[config.mk]
export PLATFORM = sky130hd
export DESIGN_NAME = tms_scan_seq
export DESIGN_NICKNAME = d
export VERILOG_FILES = /design/src/rtl/tms_pkg.sv /design/src/rtl/tms_scan_seq.sv /design/src/rtl/tms_tick_div.sv
export SDC_FILE = /design/constraint.sdc
export NUM_CORES = 2
export LEC_CHECK = 0
export BUFFER_PORTS_ARGS = -buffer_cell sky130_fd_sc_hd__buf_4
export CAP_MARGIN = 0
export CORE_ASPECT_RATIO = 1.5
export CORE_MARGIN = 5
export CORE_UTILIZATION = 30
export DETAILED_ROUTE_END_ITERATION = 6
export GPL_TIMING_DRIVEN = 0
export HOLD_SLACK_MARGIN = 0.08
export SKIP_CTS_REPAIR_TIMING = 1
export SKIP_LAST_GASP = 1
export SLEW_MARGIN = 0
export SYNTH_ARGS = -nofsm -noshare
export SYNTH_HDL_FRONTEND = slang
export SYNTH_SLANG_ARGS = --single-unit
[constraint.sdc]
create_clock -name mclk -period 14.1 [get_ports mclk]
set_clock_uncertainty 0.1 [all_clocks]
set_input_delay 2.82 -clock mclk [delete_from_list [all_inputs] [get_ports mclk]]
set_output_delay 2.82 -clock mclk [all_outputs]
set_load 0.01 [all_outputs]
[src/rtl/tms_pkg.sv]
// Package for the touch matrix scan sequencer: constants and carriers.
// Assumes a single 50 MHz clock; shared by the sequencer and its divider.
package tms_pkg;

    // ******************************
    // Clock and timing
    // ******************************
    localparam int CLK_HZ = 50000000;
    localparam int PULSE_SPACING_NS = 2000;
    localparam int PULSE_SPACING_CYC = (PULSE_SPACING_NS * (CLK_HZ / 1000000)) / 1000;
    localparam int SETTLE_NS = 2000;
    localparam int SETTLE_CYC = (SETTLE_NS * (CLK_HZ / 1000000) + 999) / 1000;
    localparam int RESET_NS = 1000;
    localparam int RESET_CYC = (RESET_NS * (CLK_HZ / 1000000) + 999) / 1000;
    localparam int SPACING_MIN_US = 250;
    localparam int SPACING_MAX_US = 2000;
    localparam int SPACING_MIN_CYC = SPACING_MIN_US * (CLK_HZ / 1000000);
    localparam int SPACING_MAX_CYC = SPACING_MAX_US * (CLK_HZ / 1000000);
    localparam int SPACING_STEP_CYC = SPACING_MIN_CYC;

    // ******************************
    // Matrix geometry
    // ******************************
    localparam int ROWS = 8;
    localparam int COLS = 8;
    localparam int KEYS = ROWS * COLS;
    localparam logic [6:0] BURST_MAX = 7'h40;
    localparam logic [6:0] CAP_32 = 7'h20;
    localparam logic [6:0] CAP_48 = 7'h30;
    localparam logic [6:0] CAP_64 = 7'h40;
    localparam logic [1:0] CANCEL_IDLE = 2'h3;

    typedef enum logic [2:0] {
        ST_IDLE = 3'b000,
        ST_RESET = 3'b001,
        ST_GATE = 3'b010,
        ST_RISE = 3'b011,
        ST_FALL = 3'b100,
        ST_OFFSET = 3'b101,
        ST_SAMPLE = 3'b110,
        ST_WAIT = 3'b111
    } tms_state_t;

    typedef struct packed {
        logic [2:0] mux_select;
        logic [7:0] column_gate_lines;
        logic gate_trigger_out;
        logic integ_reset;
        logic [1:0] cancel_drive;
        logic [7:0] row_drive;
    } tms_pins_t;

    typedef struct packed {
        logic valid;
        logic [5:0] key;
        logic [7:0] value;
    } tms_result_t;

    typedef struct packed {
        logic wr;
        logic [5:0] key;
        logic [6:0] burst;
        logic [7:0] offset;
        logic [1:0] cancel;
        logic recal;
    } tms_cfg_t;

endpackage

[src/rtl/tms_scan_seq.sv]
// Scan sequencer for an 8x8 capacitive touch-key matrix.
// Assumes an external gating PLD, analog front end and 8-bit ADC port.
`timescale 1ns/1ps
module tms_scan_seq #(
    parameter logic [6:0] KEY_CAP = tms_pkg::CAP_64
) (
    input wire logic mclk,
    input wire logic rst,
    input wire logic run,
    input wire logic [2:0] spacing_sel,
    input wire tms_pkg::tms_cfg_t cfg,
    input wire logic calibrating,
    input wire logic [7:0] adc_data,
    output tms_pkg::tms_pins_t pins,
    output logic adc_start,
    output tms_pkg::tms_result_t result,
    output logic cfg_refused
);

    // ******************************
    // Checks and memories
    // ******************************
    if (KEY_CAP != tms_pkg::CAP_32 && KEY_CAP != tms_pkg::CAP_48 && KEY_CAP != tms_pkg::CAP_64) begin : g_bad_cap
        $error("tms_scan_seq: unsupported key capacity");
    end

    logic [6:0] burst_mem [tms_pkg::KEYS];
    logic [7:0] offset_mem [tms_pkg::KEYS];
    logic [1:0] cancel_mem [tms_pkg::KEYS];

    typedef struct packed {
        tms_pkg::tms_state_t st;
        logic [2:0] row;
        logic [2:0] col;
        logic [6:0] pulses;
        logic [7:0] timer;
        logic [6:0] enabled;
        logic skip;
        logic pend;
        tms_pkg::tms_pins_t pins;
        logic adc_start;
        tms_pkg::tms_result_t result;
        logic refused;
    } tms_seq_t;

    tms_seq_t s_q, s_d;
    logic tick;
    logic [5:0] cur_key;
    logic [6:0] cur_burst;
    logic cfg_ok;
    logic [6:0] new_count;

    // Key index is column-major: col * 8 + row
    function automatic logic [5:0] key_of(input logic [2:0] c, input logic [2:0] r);
        key_of = {c, r};
    endfunction

    function automatic logic [7:0] one_hot(input logic [2:0] i);
        one_hot = 8'h01 << i;
    endfunction

    tms_tick_div u_div (
        .mclk(mclk),
        .rst(rst),
        .spacing_sel(spacing_sel),
        .tick(tick)
    );

    assign cur_key = key_of(s_q.col, s_q.row);
    assign cur_burst = burst_mem[cur_key];

    // ******************************
    // Configuration writes
    // ******************************
    always_comb begin
        new_count = s_q.enabled;
        if (burst_mem[cfg.key] != 7'h0)
            new_count = new_count - 7'h1;
        if (cfg.burst != 7'h0)
            new_count = new_count + 7'h1;
        cfg_ok = (new_count <= KEY_CAP) && (cfg.burst <= tms_pkg::BURST_MAX);
    end

    // Higher keys start disabled on reduced variants; offsets and cancel steps reset to zero
    always_ff @(posedge mclk) begin
        if (rst) begin
            for (int k = 0; k < tms_pkg::KEYS; k++) begin
                burst_mem[k] <= (7'(k) < KEY_CAP) ? 7'h01 : 7'h00;
                offset_mem[k] <= 8'h00;
                cancel_mem[k] <= 2'h0;
            end
        end else if (cfg.wr && cfg_ok) begin
            burst_mem[cfg.key] <= cfg.burst;
            cancel_mem[cfg.key] <= cfg.cancel;
            if (cfg.recal && calibrating)
                offset_mem[cfg.key] <= cfg.offset;
        end
    end

    // ******************************
    // Scan state machine
    // ******************************
    always_comb begin
        s_d = s_q;
        s_d.adc_start = 1'b0;
        s_d.result.valid = 1'b0;
        s_d.refused = cfg.wr && !cfg_ok;
        s_d.pend = s_q.pend | tick;
        if (cfg.wr && cfg_ok)
            s_d.enabled = new_count;
        if (s_q.timer != 8'h0)
            s_d.timer = s_q.timer - 8'h1;
        case (s_q.st)
            tms_pkg::ST_IDLE: begin
                s_d.pins.integ_reset = 1'b1;
                s_d.pins.cancel_drive = tms_pkg::CANCEL_IDLE;
                if (run && s_q.pend) begin
                    s_d.pend = tick;
                    s_d.pins.mux_select = s_q.col;
                    s_d.skip = (cur_burst == 7'h0);
                    s_d.pins.column_gate_lines = (cur_burst == 7'h0) ? 8'h00 : one_hot(s_q.col);
                    s_d.pulses = cur_burst;
                    s_d.timer = 8'(tms_pkg::RESET_CYC);
                    s_d.st = tms_pkg::ST_RESET;
                end
            end
            tms_pkg::ST_RESET: begin
                if (s_q.timer == 8'h0) begin
                    s_d.pins.integ_reset = 1'b0;
                    s_d.st = s_q.skip ? tms_pkg::ST_WAIT : tms_pkg::ST_GATE;
                end
            end
            tms_pkg::ST_GATE: begin
                s_d.pins.gate_trigger_out = 1'b1;
                s_d.st = tms_pkg::ST_RISE;
            end
            tms_pkg::ST_RISE: begin
                s_d.pins.row_drive = one_hot(s_q.row);
                s_d.pins.gate_trigger_out = 1'b0;
                s_d.timer = 8'(tms_pkg::PULSE_SPACING_CYC / 2);
                s_d.st = tms_pkg::ST_FALL;
            end
            tms_pkg::ST_FALL: begin
                if (s_q.timer == 8'h0) begin
                    s_d.pins.row_drive = 8'h00;
                    s_d.pulses = s_q.pulses - 7'h1;
                    if (s_q.pulses == (cur_burst >> 1))
                        s_d.pins.cancel_drive = ~cancel_mem[cur_key];
                    s_d.timer = 8'(tms_pkg::PULSE_SPACING_CYC / 2);
                    s_d.st = (s_q.pulses == 7'h1) ? tms_pkg::ST_OFFSET : tms_pkg::ST_WAIT;
                end
            end
            tms_pkg::ST_OFFSET: begin
                s_d.pins.row_drive = offset_mem[cur_key];
                s_d.timer = 8'(tms_pkg::SETTLE_CYC);
                s_d.st = tms_pkg::ST_SAMPLE;
            end
            tms_pkg::ST_SAMPLE: begin
                if (s_q.timer == 8'h0) begin
                    s_d.adc_start = 1'b1;
                    s_d.result.valid = 1'b1;
                    s_d.result.key = cur_key;
                    s_d.result.value = adc_data;
                    s_d.pins.row_drive = 8'h00;
                    s_d.st = tms_pkg::ST_WAIT;
                    s_d.skip = 1'b1;
                end
            end
            tms_pkg::ST_WAIT: begin
                // Burst done (or skipped): advance key; pulses re-enter gate
                if (s_q.timer == 8'h0) begin
                    if (!s_q.skip && s_q.pulses != 7'h0) begin
                        s_d.st = tms_pkg::ST_GATE;
                    end else begin
                        s_d.pins.column_gate_lines = 8'h00;
                        s_d.pins.integ_reset = 1'b1;
                        s_d.pins.cancel_drive = tms_pkg::CANCEL_IDLE;
                        s_d.row = s_q.row + 3'h1;
                        if (s_q.row == 3'h7)
                            s_d.col = s_q.col + 3'h1;
                        s_d.st = tms_pkg::ST_IDLE;
                    end
                end
            end
            default: s_d.st = tms_pkg::ST_IDLE;
        endcase
        if (!run) begin
            s_d.row = 3'h0;
            s_d.col = 3'h0;
        end
    end

    always_ff @(posedge mclk or posedge rst) begin
        if (rst) begin
            s_q <= '0;
            s_q.pins.cancel_drive <= tms_pkg::CANCEL_IDLE;
            s_q.pins.integ_reset <= 1'b1;
            s_q.enabled <= KEY_CAP;
        end else begin
            s_q <= s_d;
        end
    end

    assign pins = s_q.pins;
    assign adc_start = s_q.adc_start;
    assign result = s_q.result;
    assign cfg_refused = s_q.refused;
endmodule

[src/rtl/tms_tick_div.sv]
// Burst spacing divider: one-cycle start pulse every programmed interval.
// Assumes a single clock; spacing selection comes from same-clock logic.
`timescale 1ns/1ps
module tms_tick_div #(
    parameter int SPACING_MAX = tms_pkg::SPACING_MAX_CYC
) (
    input wire logic mclk,
    input wire logic rst,
    input wire logic [2:0] spacing_sel,
    output logic tick
);
    typedef struct packed {
        logic [16:0] cnt;
        logic tick;
    } tms_div_t;

    tms_div_t s_q, s_d;
    logic [16:0] limit;

    // Counter is 17 bits wide, so longer spacings cannot be served
    if (SPACING_MAX > 131071 || SPACING_MAX < tms_pkg::SPACING_MIN_CYC) begin : g_bad_spacing
        $error("tms_tick_div: spacing out of range");
    end

    // Sel 0..7 gives 250 us steps up to 2 ms
    always_comb begin
        limit = 17'((32'(spacing_sel) + 32'h1) * 32'(tms_pkg::SPACING_STEP_CYC) - 32'h1);
        s_d = s_q;
        s_d.tick = 1'b0;
        if (s_q.cnt >= limit) begin
            s_d.cnt = 17'h0;
            s_d.tick = 1'b1;
        end else begin
            s_d.cnt = s_q.cnt + 17'h1;
        end
    end

    always_ff @(posedge mclk or posedge rst) begin
        if (rst) begin
            s_q <= '0;
        end else begin
            s_q <= s_d;
        end
    end

    assign tick = s_q.tick;
endmodule

## After elaboration in Yosys (flattened, before gate mapping)

Memory sizes are Yosys's and may differ from the RTL's.
Index checks and enable logic that the tools add are counted.

- $add $sub $neg: 9
- $mul: 1
- Divide/modulo/power cells: 0
- Magnitude comparators: 3
- Equal/unequal tests: 21
- Shift-type cells: 2
- Multiplexer cells: 59
- Bitwise gates (word level): 2
- Reduce and logical (&&, ||, !) cells: 36

Operators with widths:

| operator | count |
|---|---|
| $pmux W8 S4 | 2 |
| $mux W8 | 5 |
| $mux W6 | 6 |
| $mul A32 B12 Y15 const B | 1 |
| $mux W15 | 2 |
| $mux W24 | 1 |
| $mux W3 | 8 |
| $pmux W3 S8 | 1 |
| $mux W7 | 3 |
| $reduce_bool A7 Y1 | 3 |
| $add A17 B1 Y17 const B | 1 |
| $ge A17 B17 Y1 | 1 |
| $mux W17 | 1 |
| $sub A17 B1 Y17 const B | 1 |
| $mux W16 | 1 |
| $ne A2 B2 Y1 const B | 8 |
| $pmux W8 S2 | 1 |
| $shl A1 B3 Y8 const A | 2 |
| $eq A3 B3 Y1 const B | 5 |
| $mux W1 | 15 |
| $le A7 B7 Y1 const B | 2 |
| $pmux W7 S2 | 1 |
| $sub A7 B1 Y7 const B | 2 |
| $mux W13 | 1 |
| 34 further kinds | 59 |

- Flip-flop bits (word level): 91
- Latch bits: 0
- Bits in writable memories: 1,088
- ROM bits: 0
- Input bits: 40
- Word-level logic and storage cells: 157
- Memories kept: 3

Memory list:

| memory | depth | width | rd ports | clocked after Yosys merged registers in | write ports | line | RTL |
|---|---|---|---|---|---|---|---|
| offset_mem | 64 | 8 | 1 | 0 | 64 | tms_scan_seq.sv:28 | `logic [7:0] offset_mem [tms_pkg::KEYS];` |
| burst_mem | 64 | 7 | 2 | 0 | 64 | tms_scan_seq.sv:27 | `logic [6:0] burst_mem [tms_pkg::KEYS];` |
| cancel_mem | 64 | 2 | 1 | 0 | 64 | tms_scan_seq.sv:29 | `logic [1:0] cancel_mem [tms_pkg::KEYS];` |

## Depth between registers and ports, before layout

An unclocked memory read counts as a cell.

- Depth in word-level cells: 13
- Depth in mapped cells: 29
- Gate-level depth less buffers: 22

## By module

A second synthesis with hierarchy kept.

- Cells, all modules: 4,409
- Area, all modules: 58,564.9 µm²

By module, submodules not included:

| module | times used | cells an instance | area an instance (µm²) | seq. area each (µm²) |
|---|---|---|---|---|
| tms_scan_seq | 1 | 4,200 | 56,640.6 | 34,478.1 |
| tms_tick_div | 1 | 209 | 1,924.3 | 450.4 |

## Worst setup path after synthesis

Ideal clock, no wire load.

- Kind: input to register
- Start: in cfg[20] (netlist name)
- End: mem burst_mem[10][0] (enable)
- Data arrival time: 8.267 ns
- Data required time: 13.597 ns
- Path slack: 5.330 ns
- Stages on the path: 25
- Buffers on the path: 7
- Cell sequence: buf_4 buf_6 buf_2 mux4_2 a221oi_1 nor2_1 nor3_1 nand4_1 or2_0 buf_2 a21oi_1 ha_1 o21ai_0 or3_1 clkbuf_1 nor2_1 a21oi_1 o32ai_1 a22oi_1 o32a_1 o211ai_2 nand2_2 buf_4 buf_2 o41ai_1

RTL lines:

| what | line | RTL |
|---|---|---|
| from (decl) | tms_scan_seq.sv:11 | `input wire tms_pkg::tms_cfg_t cfg,` |
| to (decl) | tms_scan_seq.sv:27 |  |

==> results.sh <==
export IMPL_yosysMostFrequentCell="edfxtp_1"
export IMPL_synth_seq_area_share_pct=55.6
export IMPL_ios=80
export IMPL_first_global_vias=46400
export IMPL_antenna_found_initial=24
export IMPL_vias=46600
export IMPL_fmax_mhz=86.7
export IMPL_grt_overflow_total=0
export IMPL_finalHoldViolCount=0
export IMPL_die_area_um2=219000
export IMPL_min_period_ns=11.53
export IMPL_tightestPinTransition_ns=1.63
export IMPL_area_growth_pct=14.1
export IMPL_crit_path_end_kind="register"
export IMPL_synth_area_leaders="edfxtp_1, mux4_2, nor3_2, nor3_1, dfrtp_1"
export IMPL_worst_setup_path_start_kind="input pin"
export IMPL_syn_area_um2=62800
export IMPL_irDropWorstVdd_v=0.000114
export IMPL_p_per_area_nw_per_um2=130
export IMPL_setup_viol=0
export IMPL_post_route_drc_count=1
export IMPL_synth_seq_cells=1178
export IMPL_rsz0062_at_grt="no"
export IMPL_r2r_start="burst_mem[32][1]$_SDFFCE_PN0P_"
export IMPL_ff_latch_area_um2=34900
export IMPL_synthArstFlopShare_pct=7.64
export IMPL_min_period_over_period_pct=81.8
export IMPL_grt_max_degree=65
export IMPL_drtPass1Iterations=7
export IMPL_cts_htree_levels=3
export IMPL_synth_top_area_share_pct=52.0
export IMPL_critical_path_required_ns=14.37
export IMPL_gp_congestion=1.05
export IMPL_viasPerCell=6.13
export IMPL_io_buffer_count=70
export IMPL_chipWidth_um=384
export IMPL_drive_gt1_share_pct=33.7
export IMPL_cp_data_arrival_time_ns=11.80
export IMPL_fp_dieH_um=570
export IMPL_violations="design-rule violations, max-capacitance violations, max-slew violations"
export IMPL_syn_inst=4427
export IMPL_row_count=205
export IMPL_fillers=20100
export IMPL_leakage_nw=21.6
export IMPL_wl_per_cell_um=37.8
export IMPL_synth_top_cell_by_area="edfxtp_1"
export IMPL_finalMaxSlewViolations=113
export IMPL_clk_path_buf_depth=3
export IMPL_ant_nets=0
export IMPL_globalRouteTotalUtil_pct=25.8
export IMPL_routed_wl_mm=288
export IMPL_path_class="in -> reg"
export IMPL_outcome="finished, violations left"
export IMPL_setup_tns_ns=0
export IMPL_nets=4792
export IMPL_coreArea_um2=208000
export IMPL_synth_common_cells="edfxtp_1, nor3_2, nor3_1"
export IMPL_synth_cell_types=85
export IMPL_worstHoldStart="result[10]$_DFFE_PP0P_"
export IMPL_grt_pass1_wl_mm=387
export IMPL_avgSynthCellArea_um2=14.2
export IMPL_synthFlopType="edfxtp_1"
export IMPL_cp_max_fo=10
export IMPL_hpwl_mm=210
export IMPL_synth_edff_count=1088
export IMPL_utilization_pct=34.4
export IMPL_clock_sinks=1178
export IMPL_slew_headroom_pct=-8.89
export IMPL_start_util_pct=30.2
export IMPL_yosys_warnings=0
export IMPL_clockRootBuffer="clkbuf_16"
export IMPL_hp_class="reg -> reg"
export IMPL_cts_tree="built"
export IMPL_drv_cap=11
export IMPL_clk_pin_slew_ns=0.06
export IMPL_critPathLaunch="cfg[20]"
export IMPL_clk_latency_ns=0.80
export IMPL_drt_iter0_markers=6589
export IMPL_multi_input_area_um2=25300
export IMPL_numCtsBuffers=114
export IMPL_synth_nets=4518
==> state kept, by name, summed over array words and instances, names as in the netlist <==
| signal | count |
|---|---|
| cur_key | 6 |
| s_q | 27 |
| result | 14 |
| u_div.tick | 1 |
| u_div.s_q | 17 |
| cfg_refused | 1 |
| pins | 23 |
| cancel_mem | 128 |
| adc_start | 1 |
| burst_mem | 448 |
| offset_mem | 512 |
==> per-layer routing <==
layer  track usage (%)  routed length [µm]  vias up
met1              26.1               87100    23600
li1                  -                   -    18000
met4              24.9               35300       14
met2              42.0              135000     3647
met5                 0                  98        -
met3              7.59               30000     1380
==> worst paths after layout <==
check                                                        to  slack (ns)  cells past startpoint
worst min register to register           result[10]$_DFFE_PP0P_        0.38                      2
min in group asynchronous                 cfg_refused$_DFF_PP0_        3.35                      5
worst max-delay path            offset_mem[25][2]$_SDFFCE_PN0P_        2.57                     25
worst min-delay path                     result[10]$_DFFE_PP0P_        0.38                      2
max in group asynchronous                  pins[10]$_DFFE_PP1P_        9.68                      6
worst max register to register  offset_mem[25][2]$_SDFFCE_PN0P_        5.68                     22
==> cell families (layout without fill, tap and decap cells) <==
logic type                 after synthesis  after routing  synth area share, %
other                                    0             14                    0
adders and majority gates               51             51                 1.02
AOI/OAI and AO/OA                      425            425                 4.71
and+or+nand+nor                       1717           1717                 18.2
xor gates and xnor gates                64             64                0.917
DFF                                   1178           1178                 55.6
buffers and inverters                  531            901                 4.50
muxes                                  461            461                 15.0
==> placed cells by master, fill, tap and decap left out, drive strengths merged, types with 6 or more instances in the layout <==
master       n
edfxtp    1088
nor3      1086
clkbuf     410
buf        388
mux4       383
nand2      227
nand3      153
nor2       131
o21ai      101
dfrtp       86
a21o        78
a21oi       61
mux2i       51
ha          51
clkinv      45
xnor2       39
inv         35
mux2        27
o41ai       26
a22oi       25
xor2        24
a221oi      23
or3         19
nand4       16
nor2b       15
diode       14
and3        14
nor4        14
bufinv      13
and2        12
a221o       11
o22ai       11
o211ai      11
a211oi      10
clkinvlp    10
a32oi        9
or2          9
a22o         6
o311ai       6
==> critical path, stage by stage <==
cell,delay [ns]
buf_4,0.18
buf_2,0.41
buf_2,0.50
buf_2,0.58
a211oi_1,0.16
a21oi_1,0.16
nand3_1,0.17
o41ai_1,0.78
nand4_1,0.69
nor2_1,0.52
xnor2_1,0.23
ha_1,0.25
o21ai_0,0.20
or3_1,0.39
clkbuf_1,0.18
nor2_1,0.14
a21oi_1,0.05
o32ai_1,0.25
a22oi_1,0.11
o32a_1,0.24
o211ai_2,0.26
nand2_2,0.35
buf_4,0.40
clkbuf_1,0.46
o21ai_0,1.24
==> power breakdown <==
group	total, W	internal (W)	leakage [nW]	switching (W)
clock network	0.00319	0.00174	1.79	0.00145
registers	0.00409	0.00398	12.2	0.000107
logic	0.00201	0.000557	7.67	0.00145
==> stage by stage <==
stage | instances | hold WS, ns | instance area [µm²] | power [W] | worst slack (ns)
floorplan | 4427 | 0.304 | 62800 | 0.00532 | 5.33
global placement | 7291 | 0.372 | 66800 | 0.00604 | 0.217
detailed placement | 7374 | 0.372 | 67800 | 0.00609 | 2.21
CTS | 7586 | 0.387 | 71500 | 0.00921 | 2.96
global route | 7592 | 0.398 | 71600 | 0.00947 | 2.58
finish | 7605 | 0.381 | 71700 | 0.00928 | 2.57
==> cell type report <==
class,count,share of cell area [%]
Clock inverter,72,1.04
Inverter,31,0.162
Buffer,500,3.84
Tap cell,2794,4.88
Timing Repair Buffer,158,1.81
Sequential cell,1178,48.7
Clock buffer,140,4.15
Antenna cell,14,0.0489
Multi-Input combinational cell,2718,35.3
(Power assumes the default switching activity.)
